==> src/rtl/adcsp_pkg.sv <==
// Purpose: Shared constants and types for the converter's serial register-access engine.
// Assumes: One core clock; serial pins are sampled, never used as clocks.
// Notes:   Register widths and the device code are fixed here for all files.

package adcsp_pkg;

  // ---------------------------------------------------------------------------
  // Command decoding
  // ---------------------------------------------------------------------------
  // Hard-wired chip select code; the value is arbitrary.
  localparam logic [1:0] DEV_CODE = 2'b01;
  localparam logic [1:0] CT_FAST = 2'b00;
  localparam logic [1:0] CT_SREAD = 2'b01;
  localparam logic [1:0] CT_WRITE = 2'b10;
  localparam logic [1:0] CT_IREAD = 2'b11;
  localparam logic [4:0] CMD_LAST_BIT = 5'h07;
  localparam logic [4:0] ADDR_LAST_BIT = 5'h01;

  // ---------------------------------------------------------------------------
  // Register map
  // ---------------------------------------------------------------------------
  localparam logic [3:0] ADDR_RESULT = 4'h0;
  localparam logic [3:0] ADDR_WR_FIRST = 4'h1;
  localparam logic [3:0] ADDR_WR_LAST = 4'hD;
  localparam logic [5:0] WORD_BITS = 6'h20;
  localparam int FIFO_DEPTH = 16;

  // ---------------------------------------------------------------------------
  // Reset values
  // ---------------------------------------------------------------------------
  localparam logic [2:0] FLAGS_RST = 3'h1;
  localparam logic [15:0] RESULT_RST = 16'h0000;
  localparam logic [31:0] SHIFT_RST = 32'h0000_0000;

  typedef struct packed {
    logic [3:0] addr;
    logic [23:0] data;
  } adcsp_wr_word_t;

  typedef struct packed {
    logic data_ready;
    logic cfg_err;
    logic power_on;
  } adcsp_flags_t;

  typedef enum {ST_IDLE, ST_CMD, ST_WRITE, ST_READ, ST_FLOAT} adcsp_state_t;

  // Number of bits in one access of each register.
  function automatic logic [5:0] reg_bits(input logic [3:0] addr);
    logic [5:0] w;
    w = 6'h08;
    unique case (addr)
      4'h0: w = 6'h10;
      4'h7, 4'h8, 4'h9, 4'hA, 4'hB, 4'hC: w = 6'h18;
      4'hE, 4'hF: w = 6'h10;
      default: w = 6'h08;
    endcase
    return w;
  endfunction : reg_bits

  function automatic logic is_writable(input logic [3:0] addr);
    return (addr >= ADDR_WR_FIRST) && (addr <= ADDR_WR_LAST);
  endfunction : is_writable

endpackage : adcsp_pkg

==> src/rtl/adcsp_core.sv <==
// Purpose: Serial register-access engine of the converter's SPI slave port.
// Assumes: SPI modes 0,0 and 1,1; SCK is far slower than core_clk (8x or more).
// Notes:   Register contents live outside, except the conversion result held here; writes leave through a FIFO.

`timescale 1ns/1ps

module adcsp_core (
  // Clock and reset
  input wire logic core_clk,
  input wire logic rst_b,
  // Serial pins
  input wire logic sck_pin,
  input wire logic cs_b_pin,
  input wire logic sdi_pin,
  output logic sdo_out,
  output logic sdo_oe_b,
  // Conversion and event sources
  input wire logic conv_valid,
  input wire logic [15:0] conv_data,
  input wire logic cfg_err_event,
  // Register image for reads
  input wire logic [15:0][31:0] reg_image,
  // Committed write stream
  output logic wr_valid,
  input wire logic wr_ready,
  output adcsp_pkg::adcsp_wr_word_t wr_word,
  // Status
  output logic frame_active,
  output logic [3:0] ptr_out,
  output adcsp_pkg::adcsp_flags_t flags_out,
  output logic wr_overflow
);

  // ---------------------------------------------------------------------------
  // Pin sampling and edge detection
  // ---------------------------------------------------------------------------
  logic [2:0] pins_s;
  logic sck_s;
  logic cs_b_s;
  logic sdi_s;
  logic sck_prev_q;
  logic cs_prev_q;
  logic rise;
  logic fall;
  logic cs_fall;
  logic cs_rise;

  adcsp_sync #(
    .WIDTH(3),
    .RST_VAL(3'h2)
  ) u_sync (
    .clk(core_clk),
    .rst_b(rst_b),
    .din({sck_pin, cs_b_pin, sdi_pin}),
    .dout(pins_s)
  );

  assign sck_s = pins_s[2];
  assign cs_b_s = pins_s[1];
  assign sdi_s = pins_s[0];

  always_ff @(posedge core_clk or negedge rst_b) begin
    if (!rst_b) begin
      sck_prev_q <= 1'b0;
      cs_prev_q <= 1'b1;
    end else begin
      sck_prev_q <= sck_s;
      cs_prev_q <= cs_b_s;
    end
  end

  assign rise = sck_s && !sck_prev_q && !cs_b_s;
  assign fall = !sck_s && sck_prev_q && !cs_b_s;
  assign cs_fall = !cs_b_s && cs_prev_q;
  assign cs_rise = cs_b_s && !cs_prev_q;

  // ---------------------------------------------------------------------------
  // Frame state
  // ---------------------------------------------------------------------------
  adcsp_pkg::adcsp_state_t st_q;
  logic [7:0] cmd_sr_q;
  logic [7:0] cmd_next;
  logic [1:0] ctype_q;
  logic [3:0] ptr_q;
  logic [4:0] cnt_q;
  logic [5:0] width;
  logic last_bit;
  logic addr_match;
  logic [23:0] in_sr_q;
  logic [23:0] in_next;
  logic [2:0] snap_q;
  logic [2:0] flags_q;
  logic status_done;
  logic snap_take;
  logic commit;
  logic fifo_in_ready;

  assign cmd_next = {cmd_sr_q[6:0], sdi_s};
  assign width = adcsp_pkg::reg_bits(ptr_q);
  assign last_bit = ({1'b0, cnt_q} == (width - 6'h01));
  assign addr_match = (cmd_next[1:0] == adcsp_pkg::DEV_CODE);
  assign snap_take = rise && (st_q == adcsp_pkg::ST_CMD) &&
                     (cnt_q == adcsp_pkg::ADDR_LAST_BIT) && addr_match;
  assign status_done = rise && (st_q == adcsp_pkg::ST_CMD) &&
                       (cnt_q == adcsp_pkg::CMD_LAST_BIT);
  assign in_next = {(cnt_q == 5'h00) ? 23'h00_0000 : in_sr_q[22:0], sdi_s};
  assign commit = rise && (st_q == adcsp_pkg::ST_WRITE) && last_bit;

  // Pointer step in the write loop; locations outside 0x1..0xD are never targets.
  function automatic logic [3:0] wr_next(input logic [3:0] p);
    logic [3:0] n;
    n = p + 4'h1;
    if ((p == adcsp_pkg::ADDR_WR_LAST) || !adcsp_pkg::is_writable(n)) begin
      n = adcsp_pkg::ADDR_WR_FIRST;
    end
    return n;
  endfunction : wr_next

  always_ff @(posedge core_clk or negedge rst_b) begin
    if (!rst_b) begin
      st_q <= adcsp_pkg::ST_IDLE;
      cmd_sr_q <= 8'h00;
      ctype_q <= adcsp_pkg::CT_FAST;
      ptr_q <= 4'h0;
      cnt_q <= 5'h00;
      in_sr_q <= 24'h00_0000;
    end else if (cs_b_s) begin
      st_q <= adcsp_pkg::ST_IDLE;
      cnt_q <= 5'h00;
    end else if (cs_fall) begin
      st_q <= adcsp_pkg::ST_CMD;
      cnt_q <= 5'h00;
    end else if (rise) begin
      unique case (st_q)
        adcsp_pkg::ST_CMD: begin
          cmd_sr_q <= cmd_next;
          cnt_q <= cnt_q + 5'h01;
          if ((cnt_q == adcsp_pkg::ADDR_LAST_BIT) && !addr_match) begin
            st_q <= adcsp_pkg::ST_FLOAT;
          end else if (cnt_q == adcsp_pkg::CMD_LAST_BIT) begin
            cnt_q <= 5'h00;
            ctype_q <= cmd_next[1:0];
            ptr_q <= cmd_next[5:2];
            if (cmd_next[0]) begin
              st_q <= adcsp_pkg::ST_READ;
            end else if ((cmd_next[1:0] == adcsp_pkg::CT_WRITE) &&
                         adcsp_pkg::is_writable(cmd_next[5:2])) begin
              st_q <= adcsp_pkg::ST_WRITE;
            end else begin
              st_q <= adcsp_pkg::ST_FLOAT;
            end
          end
        end
        adcsp_pkg::ST_WRITE: begin
          in_sr_q <= in_next;
          cnt_q <= cnt_q + 5'h01;
          if (last_bit) begin
            cnt_q <= 5'h00;
            ptr_q <= wr_next(ptr_q);
          end
        end
        adcsp_pkg::ST_READ: begin
          cnt_q <= cnt_q + 5'h01;
          if (last_bit) begin
            cnt_q <= 5'h00;
            if (ctype_q == adcsp_pkg::CT_IREAD) begin
              ptr_q <= ptr_q + 4'h1;
            end
          end
        end
        default: begin
        end
      endcase
    end
  end

  // ---------------------------------------------------------------------------
  // Status flags
  // ---------------------------------------------------------------------------
  // A new event in the clearing cycle survives, because the set term is ORed last.
  always_ff @(posedge core_clk or negedge rst_b) begin
    if (!rst_b) begin
      flags_q <= adcsp_pkg::FLAGS_RST;
      snap_q <= 3'h0;
    end else begin
      if (snap_take) begin
        snap_q <= flags_q;
      end
      flags_q <= (flags_q & ~(status_done ? snap_q : 3'h0)) |
                 {conv_valid, cfg_err_event, 1'b0};
    end
  end

  // ---------------------------------------------------------------------------
  // Conversion result double buffer
  // ---------------------------------------------------------------------------
  logic [15:0] result_q;
  logic [15:0] pend_q;
  logic pend_v_q;
  logic busy_q;
  logic busy_start;
  logic swapped_q;

  assign busy_start = rise && (st_q == adcsp_pkg::ST_READ) && (cnt_q == 5'h00) &&
                      (ptr_q == adcsp_pkg::ADDR_RESULT);

  always_ff @(posedge core_clk or negedge rst_b) begin
    if (!rst_b) begin
      busy_q <= 1'b0;
    end else if (cs_b_s || (rise && last_bit)) begin
      busy_q <= 1'b0;
    end else if (busy_start) begin
      busy_q <= 1'b1;
    end
  end

  // A sample arriving mid-read waits in the second buffer until the shift ends.
  always_ff @(posedge core_clk or negedge rst_b) begin
    if (!rst_b) begin
      result_q <= adcsp_pkg::RESULT_RST;
      pend_q <= adcsp_pkg::RESULT_RST;
      pend_v_q <= 1'b0;
      swapped_q <= 1'b0;
    end else begin
      swapped_q <= 1'b0;
      if (busy_q || busy_start) begin
        if (conv_valid) begin
          pend_q <= conv_data;
          pend_v_q <= 1'b1;
        end
      end else if (conv_valid) begin
        result_q <= conv_data;
        pend_v_q <= 1'b0;
        swapped_q <= 1'b1;
      end else if (pend_v_q) begin
        result_q <= pend_q;
        pend_v_q <= 1'b0;
        swapped_q <= 1'b1;
      end
    end
  end

  // ---------------------------------------------------------------------------
  // Output shifter
  // ---------------------------------------------------------------------------
  logic [31:0] out_sr_q;
  logic rose_q;
  logic load_pend_q;

  // MSB-aligned value of one register as it goes out on SDO.
  function automatic logic [31:0] aligned(input logic [3:0] a, input logic [15:0] res,
                                          input logic [15:0][31:0] img);
    logic [31:0] v;
    v = (a == adcsp_pkg::ADDR_RESULT) ? {16'h0000, res} : img[a];
    return v << (adcsp_pkg::WORD_BITS - adcsp_pkg::reg_bits(a));
  endfunction : aligned

  always_ff @(posedge core_clk or negedge rst_b) begin
    if (!rst_b) begin
      out_sr_q <= adcsp_pkg::SHIFT_RST;
      rose_q <= 1'b0;
      load_pend_q <= 1'b0;
    end else if (cs_fall) begin
      out_sr_q <= {2'b00, adcsp_pkg::DEV_CODE, adcsp_pkg::DEV_CODE[0], 27'h000_0000};
      rose_q <= 1'b0;
      load_pend_q <= 1'b0;
    end else if (rise) begin
      rose_q <= 1'b1;
      if (snap_take) begin
        out_sr_q[27:25] <= flags_q;
      end
      if (status_done || ((st_q == adcsp_pkg::ST_READ) && last_bit)) begin
        load_pend_q <= 1'b1;
      end
      if ((st_q == adcsp_pkg::ST_READ) && (cnt_q == 5'h00)) begin
        out_sr_q <= aligned(ptr_q, result_q, reg_image);
      end
    end else if (fall && rose_q) begin
      rose_q <= 1'b0;
      load_pend_q <= 1'b0;
      if (load_pend_q) begin
        out_sr_q <= aligned(ptr_q, result_q, reg_image);
      end else begin
        out_sr_q <= {out_sr_q[30:0], 1'b0};
      end
    end else if (swapped_q && !sck_s && !rose_q && !load_pend_q &&
                 (st_q == adcsp_pkg::ST_READ) && (cnt_q == 5'h00) &&
                 (ptr_q == adcsp_pkg::ADDR_RESULT)) begin
      // Idle-low clock between results: show the fresh MSB when it lands.
      out_sr_q <= aligned(ptr_q, result_q, reg_image);
    end
    // With the clock idle high nothing reloads, so the previous LSB stays.
  end

  // ---------------------------------------------------------------------------
  // Pin drivers and status outputs
  // ---------------------------------------------------------------------------
  always_ff @(posedge core_clk or negedge rst_b) begin
    if (!rst_b) begin
      sdo_out <= 1'b0;
      sdo_oe_b <= 1'b1;
    end else begin
      sdo_out <= out_sr_q[31];
      sdo_oe_b <= !((st_q == adcsp_pkg::ST_CMD) || (st_q == adcsp_pkg::ST_READ));
    end
  end

  always_ff @(posedge core_clk or negedge rst_b) begin
    if (!rst_b) begin
      frame_active <= 1'b0;
      ptr_out <= 4'h0;
      flags_out <= adcsp_pkg::FLAGS_RST;
    end else begin
      frame_active <= !cs_b_s;
      ptr_out <= ptr_q;
      flags_out <= flags_q;
    end
  end

  // The serial master cannot be stalled, so a full FIFO drops the word and says so.
  always_ff @(posedge core_clk or negedge rst_b) begin
    if (!rst_b) begin
      wr_overflow <= 1'b0;
    end else if (commit && !fifo_in_ready) begin
      wr_overflow <= 1'b1;
    end else if (cs_fall) begin
      wr_overflow <= 1'b0;
    end
  end

  // ---------------------------------------------------------------------------
  // Write FIFO
  // ---------------------------------------------------------------------------
  adcsp_fifo #(
    .WIDTH($bits(adcsp_pkg::adcsp_wr_word_t)),
    .DEPTH(adcsp_pkg::FIFO_DEPTH)
  ) u_fifo (
    .clk(core_clk),
    .rst_b(rst_b),
    .in_valid(commit),
    .in_ready(fifo_in_ready),
    .in_data({ptr_q, in_next}),
    .out_valid(wr_valid),
    .out_ready(wr_ready),
    .out_data(wr_word)
  );

endmodule : adcsp_core

==> src/rtl/adcsp_sync.sv <==
// Purpose: Two-flop synchroniser for the serial pins.
// Assumes: Inputs are asynchronous to core_clk.
// Notes:   Only the second stage leaves this module.

`timescale 1ns/1ps

module adcsp_sync #(
  parameter int WIDTH = 3,
  parameter logic [WIDTH-1:0] RST_VAL = '0
) (
  // Clock and reset
  input wire logic clk,
  input wire logic rst_b,
  // Data
  input wire logic [WIDTH-1:0] din,
  output logic [WIDTH-1:0] dout
);

  logic [WIDTH-1:0] meta_q;

  always_ff @(posedge clk or negedge rst_b) begin
    if (!rst_b) begin
      meta_q <= RST_VAL;
      dout <= RST_VAL;
    end else begin
      meta_q <= din;
      dout <= meta_q;
    end
  end

endmodule : adcsp_sync

==> src/rtl/adcsp_fifo.sv <==
// Purpose: Small synchronous FIFO for committed register writes.
// Assumes: Single clock; push and pop may happen in the same cycle.
// Notes:   Pointers carry one extra bit so full and empty are exact.

`timescale 1ns/1ps

module adcsp_fifo #(
  parameter int WIDTH = 28,
  parameter int DEPTH = 16
) (
  // Clock and reset
  input wire logic clk,
  input wire logic rst_b,
  // Fill side
  input wire logic in_valid,
  output logic in_ready,
  input wire logic [WIDTH-1:0] in_data,
  // Drain side
  output logic out_valid,
  input wire logic out_ready,
  output logic [WIDTH-1:0] out_data
);

  localparam int AW = $clog2(DEPTH);

  logic [WIDTH-1:0] mem [DEPTH];
  logic [AW:0] wr_ptr_q;
  logic [AW:0] rd_ptr_q;
  logic push;
  logic pop;

  assign in_ready = !((wr_ptr_q[AW] != rd_ptr_q[AW]) && (wr_ptr_q[AW-1:0] == rd_ptr_q[AW-1:0]));
  assign out_valid = (wr_ptr_q != rd_ptr_q);
  assign out_data = mem[rd_ptr_q[AW-1:0]];
  assign push = in_valid && in_ready;
  assign pop = out_valid && out_ready;

  always_ff @(posedge clk) begin
    if (push) begin
      mem[wr_ptr_q[AW-1:0]] <= in_data;
    end
  end

  always_ff @(posedge clk or negedge rst_b) begin
    if (!rst_b) begin
      wr_ptr_q <= '0;
      rd_ptr_q <= '0;
    end else begin
      if (push) begin
        wr_ptr_q <= wr_ptr_q + 1'b1;
      end
      if (pop) begin
        rd_ptr_q <= rd_ptr_q + 1'b1;
      end
    end
  end

endmodule : adcsp_fifo

==> config.mk <==
export PLATFORM = sky130hd
export DESIGN_NAME = adcsp_core
export DESIGN_NICKNAME = d
export VERILOG_FILES = /design/src/rtl/adcsp_pkg.sv /design/src/rtl/adcsp_core.sv /design/src/rtl/adcsp_sync.sv /design/src/rtl/adcsp_fifo.sv
export SDC_FILE = /design/constraint.sdc
export NUM_CORES = 1
export LEC_CHECK = 0
export ABC_CLOCK_PERIOD_IN_PS = 10930
export BUFFER_PORTS_ARGS = -buffer_cell sky130_fd_sc_hd__buf_2
export CAP_MARGIN = 25
export CORE_MARGIN = 1
export CORE_UTILIZATION = 50
export CTS_CLUSTER_SIZE = 28
export DETAILED_ROUTE_END_ITERATION = 10
export GPL_TIMING_DRIVEN = 1
export PLACE_DENSITY = 0.71
export SYNTH_ARGS = -nofsm -noshare
export SYNTH_HDL_FRONTEND = slang
export SYNTH_SLANG_ARGS = --single-unit
==> constraint.sdc <==
create_clock -name core_clk -period 10.93 [get_ports core_clk]
set_input_delay 0.5465 -clock core_clk [delete_from_list [all_inputs] [get_ports core_clk]]
set_output_delay 0.5465 -clock core_clk [all_outputs]
set_load 0.1 [all_outputs]
## Yosys cells after proc, flatten, opt, wreduce, memory -nomap -nowiden

Memory sizes are Yosys's and may differ from the RTL's.
Index checks and enable logic that the tools add are counted.

- Bits in registers: 175
- Bits in latches: 0
- Bits in writable memories: 448
- Bits in read-only memories: 128
- Bits of input ports: 536
- Output and inout bits: 40
- Logic and storage cells: 218
- Memories kept: 5

Memory list:

| name | depth | width | read ports | clocked after Yosys merged registers in | write ports | line | source |
|---|---|---|---|---|---|---|---|
| u_fifo.mem | 16 | 28 | 1 | 0 | 1 | adcsp_fifo.sv:26 | `logic [WIDTH-1:0] mem [DEPTH];` |
| (name not given) | 16 | 2 | 1 | 0 | 0 | adcsp_pkg.sv:52 | `unique case (addr)` |
| (name not given) | 16 | 2 | 1 | 0 | 0 | adcsp_pkg.sv:52 |  |
| (name not given) | 16 | 2 | 1 | 0 | 0 | adcsp_pkg.sv:52 |  |
| (name not given) | 16 | 2 | 1 | 0 | 0 | adcsp_pkg.sv:52 |  |

- Add/subtract/negate cells: 8
- $mul: 0
- Divide/modulo/power cells: 0
- $lt $le $gt $ge: 5
- Eq/ne operators: 25
- Shift-type cells: 3
- Muxes and demuxes: 64
- Bitwise gates (word level): 7
- Reductions and logical operators: 70

Operators by type and width:

| cell | number |
|---|---|
| two-way mux 32 bit | 14 |
| binary-select mux 32 bit (select 4 bit) | 1 |
| equality test 32 x 2 -> 1 bit, second input constant | 3 |
| << shifter 32 x 6 -> 32 bit | 3 |
| two-way mux 6 bit | 11 |
| equality test 32 x 3 -> 1 bit, second input constant | 2 |
| equality test 32 x 1 -> 1 bit, second input constant | 1 |
| logical AND 1 bit | 32 |
| two-way mux 16 bit | 2 |
| two-way mux 5 bit | 6 |
| two-way mux 4 bit | 6 |
| two-way mux 23 bit | 1 |
| subtractor 6 bit, first input constant | 3 |
| two-way mux 1 bit | 17 |
| adder 5 x 1 -> 5 bit, second input constant | 3 |
| two-way mux 3 bit | 4 |
| inequality test 2 bit, second input constant | 6 |
| case mux 4 bit (3 select lines) | 1 |
| AND reduction 2 bit | 6 |
| nonzero test 3 bit | 4 |
| nonzero test 4 bit | 3 |
| case mux 5 bit (2 select lines) | 1 |
| logical NOT 1 bit | 9 |
| AND reduction 9 bit | 1 |
| other kinds (28) | 42 |

## Logic depth before layout (Yosys ltp)

- Word-level depth: 17
- Depth in mapped cells: 17
- Gate-level depth less buffers: 12

## Hierarchy

From an unflattened synthesis, not the netlist that was laid out.

- Cells, all modules: 1693
- Area total of the unflattened synthesis: 27214.9 um^2

Modules (own cells, without submodules):

| module | times used | cells an instance | area an instance (um^2) | sequential area each (um^2) |
|---|---|---|---|---|
| adcsp_fifo | 1 | 771 | 17488.0 | 13703.1 |
| adcsp_core | 1 | 916 | 9574.2 | 3258.1 |
| adcsp_sync | 1 | 6 | 152.6 | 152.6 |

## Worst setup path before layout

OpenSTA, ideal clock, no wires.

- Kind: reg-to-reg
- Start: register ptr_q[1]
- End: memory u_fifo.mem[3][0], enable pin
- Library setup time: 0.448 ns
- Data arrival time: 5.797 ns
- Required time: 10.482 ns
- Setup slack: 4.685 ns
- Cell stages (with the launch flop): 16
- Buffers on the path: 4
- Period minus slack after synthesis: 6.245 ns
- Cells stage by stage: dfrtp_1 -> buf_2 -> buf_2 -> buf_2 -> inv_1 -> ha_1 -> buf_1 -> nor2b_1 -> a211oi_1 -> a31o_2 -> ha_1 -> xnor2_1 -> a2111o_1 -> nor3_4 -> nand2_1 -> nor3_1

- Longest elaborated chain between the ends: 7

RTL lines:

| element | line | source |
|---|---|---|
| start, declared | adcsp_core.sv:84 | `logic [3:0] ptr_q;` |
| start signal, assigned | adcsp_core.sv:143 | `ptr_q <= cmd_next[5:2];` |
| start signal, assigned | adcsp_core.sv:159 | `ptr_q <= wr_next(ptr_q);` |
| start signal, assigned | adcsp_core.sv:167 | `ptr_q <= ptr_q + 4'h1;` |
| memory read (16 x 2 bit) | -- |  |
| subtractor 6 x 1 -> 6 bit | adcsp_core.sv:100 | `assign last_bit = ({1'b0, cnt_q} == (width - 6'h01));` |
| equality test 5 x 6 -> 1 bit | adcsp_core.sv:100 |  |
| logical AND 1 bit | adcsp_core.sv:107 | `assign commit = rise && (st_q == adcsp_pkg::ST_WRITE) && last_bit;` |
| logical AND 1 bit | adcsp_fifo.sv:35 | `assign push = in_valid && in_ready;` |
| two-way mux 1 bit | adcsp_fifo.sv:39 | `if (push) begin` |
| two-way mux 1 bit (not written as such) | adcsp_fifo.sv:40 | `mem[wr_ptr_q[AW-1:0]] <= in_data;` |
| end, declared | adcsp_fifo.sv:26 |  |

Every way passes these cells.

## Final worst setup path

- Start: register ptr_q[0]
- End: memory u_fifo.mem[13][14], enable pin

The elaborated chain is that of the path after synthesis.

==> flow_summary.toml <==
[run_status]
status = "finished, final reports clean"

[logic_synthesis]
syn_area_um2 = 27000
synthCells = 1563
yosysSeqAreaShare_pct = 63.3
synth-seq-cells = 594
synth.distinct_cells = 74
avgSynthCellArea_um2 = 17.3
ys_async_sr_fraction_pct = 24.6
synthFlopType = "edfxtp_1"
syn_nets = 2113
ys_warn_count = 0
synth_edf_count = 448

[power_and_ir_drop]
p_total_mw = 5.19
p_int_mw = 3.91
peakVddDrop_mv = 0.134
power.density_nw_per_um2 = 161
swShare_pct = 24.6
p_seq_share_pct = 48.3
p_sw_mw = 1.28
leakagePower_nw = 11.0
power_frac_clock_pct = 39.2
power_frac_comb_pct = 12.4

[setup_path]
end_kind = "flop"
r2r_setup_slack_ps = 4510
crit_path_top_delay_cell = "ha_1"
path_max_fanout = 36
r2r_start = "ptr_q[0]"
cp_top_family = "simple AND/OR/NAND/NOR gates"
r2r-end = "u_fifo.mem[13][14]"
crit_top_cell = "ha_1"
start_kind = "flop"
critPathBufInv = 2
r2r_cells = 12
cp.required_ps = 11220
cpPeakStageDelay_ps = 820
worst-endpoint-arrival_ps = 6710
critical_path_depth = 12
path_cells = "inv_1 > ha_1 > nor2b_1 > a211oi_1 > a31o_2 > ha_1 > xnor2_1 > a2111o_1 > nor3_4 > nand2_1 > nor2_2 > buf_4"
crit_start = "ptr_q[0]"
worst-setup-path-type = "reg2reg"

[sta]
layout_min_cycle_time_ps = 6420
slew_headroom_pct = 27.4
finClkSkew_ps = 37.4
rsz0062_at_grt = "false"
min_period_over_period_pct = 58.8
tightest_slew_ps = 1090
hold_viol = 0
timing.final.ws_setup_ps = 4510
setup_viol = 0
drv_slew = 0
tns_ps = 0
max_freq_mhz = 156

[cts]
tritoncts.num_buffers = 56
clock_latency_ps = 640
cts_tree = "built"
cts.sinks = 594
h-tree-depth = 2
clk_path_buf_depth = 3
root_buffer = "clkbuf_16"
clkTransAtPathRegs_ps = 70
post-cts-setup-buffer-count = 0

[finish]
final_common_cell = "buf_2"
area.sequential_um2 = 17100
most-common-layout-cells = "buf_2, edfxtp_1, mux4_2, dfrtp_1, nand2_1"
fin_nets = 2564
fin_cells = 2782
syn2layout_area_growth_pct = 19.0
nFillCells = 4014
layout-drive-gt1-share_pct = 44.6
multi_input_area_um2 = 9460

[grt]
grt_pass1_vias = 17400
grt_overflow = 0
grt_pass1_wl_mm = 127
grt_max_degree = 100
antenna_found_initial = 47
gr-usage-all-layers_pct = 34.0

[routing]
via_count = 17800
wl_per_cell_um = 33.0
first_pass_iters = 6
drtAntennaViolNets = 0
drtIter0Drc = 1859
drt-total-wl_mm = 91.8
drc = 0
viasPerCell = 6.41

[die]
die_area_um2 = 55000
io_pins = 576
die-height_um = 235
row_count = 84
core_area_um2 = 53000
die_x_um = 235
start_util_pct = 51.0

[hold_path]
hold_path_depth = 1
hp-class = "in2reg"
min_to = "u_sync.meta_q[0]"
hp-start = "sdi_pin"

[placed_design]
place_inst = 2642
io_buffers = 463
gp_congestion = 0.977
place_ws_ps = 4540
place_hpwl_mm = 67.3

[job]
maxCapViolCount = 0
-- worst reg2reg max path: cells and delay by family, from the launching register on --
| family | cells | cell delay [ps] |
|---|---|---|
| simple gates | 4 | 1860 |
| compound gates | 3 | 930 |
| fa+ha+maj | 2 | 1560 |
| flops | 1 | 730 |
| xor+xnor | 1 | 150 |
| buf+inv | 2 | 850 |
-- per-stage QoR --
stage / hold WS (ps) / util [%] / area, um2
2_1_floorplan: 251 / - / 27000
6_report: 47.1 / 60.7 / 32200
4_1_cts: 13.2 / 60.6 / 32100
5_1_grt: 19.5 / 60.6 / 32100
3_5_place_dp: 345 / 56.9 / 30100
3_3_place_gp: 338 / 56.8 / 30100
-- power groups by stage --
stage	sequential (mW)	combinational [mW]	clock, mW
floorplan	2.55	0.356	0
global placement	2.55	0.629	0
detailed placement	2.55	0.633	0
CTS	2.50	0.636	2.06
global route	2.51	0.675	2.14
finish	2.51	0.644	2.04
-- final cells by class --
cell class                 instances  share of cell area (%)
antenna                           33                   0.257
clock buffer                      81                    4.99
clock inverter                    24                    1.07
inverter                          17                   0.198
multi-input combinational        847                    29.4
sequential                       594                    53.2
tap                              688                    2.68
timing repair buffer             498                    8.16
-- routing by layer --
metal / vias to the layer above / GRT usage, % / part of all wire [%]
met5: - / 0 / 0.097
met4: 14 / 19.4 / 6.7
met3: 195 / 12.5 / 13
met2: 1174 / 49.8 / 44
met1: 9107 / 43.6 / 36
li1: 7342 / - / -
-- repair_timing --
item | 4_1_cts | 5_1_grt
hold buffers | 1 | 0
gates resized for setup | 0 | 0
hold endpoints to repair | 17 | 0
-- synth_stat cells, types with 14 or more instances --
cell type	count	area [um2]
inv_1	16	60.1
and2_1	25	156
clkbuf_1	55	206
nand3_1	21	105
nor3_1	14	70.1
mux2_2	61	687
ha_1	14	175
a22oi_1	26	195
mux4_2	226	5090
o21ai_0	50	250
buf_1	19	71.3
dfrtp_1	140	3500
edfxtp_1	448	13500
a21oi_1	26	130
nand2b_1	14	87.6
nor2_1	48	180
buf_2	25	125
mux2i_1	43	430
nand2_1	95	357
-- state kept, by name, summed over array words and instances (netlist names), 4 cells and up --
name / count
u_fifo.mem: 448
out_sr_q: 32
in_sr_q: 23
pend_q: 16
result_q: 16
cmd_sr_q: 5
cnt_q: 5
u_fifo.rd_ptr_q: 5
u_fifo.wr_ptr_q: 5
ptr_out: 4
ptr_q: 4
-- worst max-delay path by stage --
stage	end	slack [ps]
after floorplan	u_fifo.mem[3][0]	4680
after global placement	u_fifo.mem[13][20]	4610
after detailed placement	u_fifo.mem[13][27]	4540
after CTS	u_fifo.mem[8][12]	4540
after global routing	u_fifo.mem[13][26]	4210
final	u_fifo.mem[13][14]	4510
-- logic make-up (layout without fill, tap and decap cells) --
kind of cell,after synthesis,in the layout,synth area share (%)
adders and majority gates,14,14,0.648
and+or+nand+nor,267,267,4.93
buffers and inverters,122,620,1.93
DFF,594,594,63.3
other,0,33,0
muxes,330,330,23.0
xor gates and xnor gates,16,16,0.518
AOI/OAI and AO/OA,220,220,5.72
(Power assumes the default switching activity.)
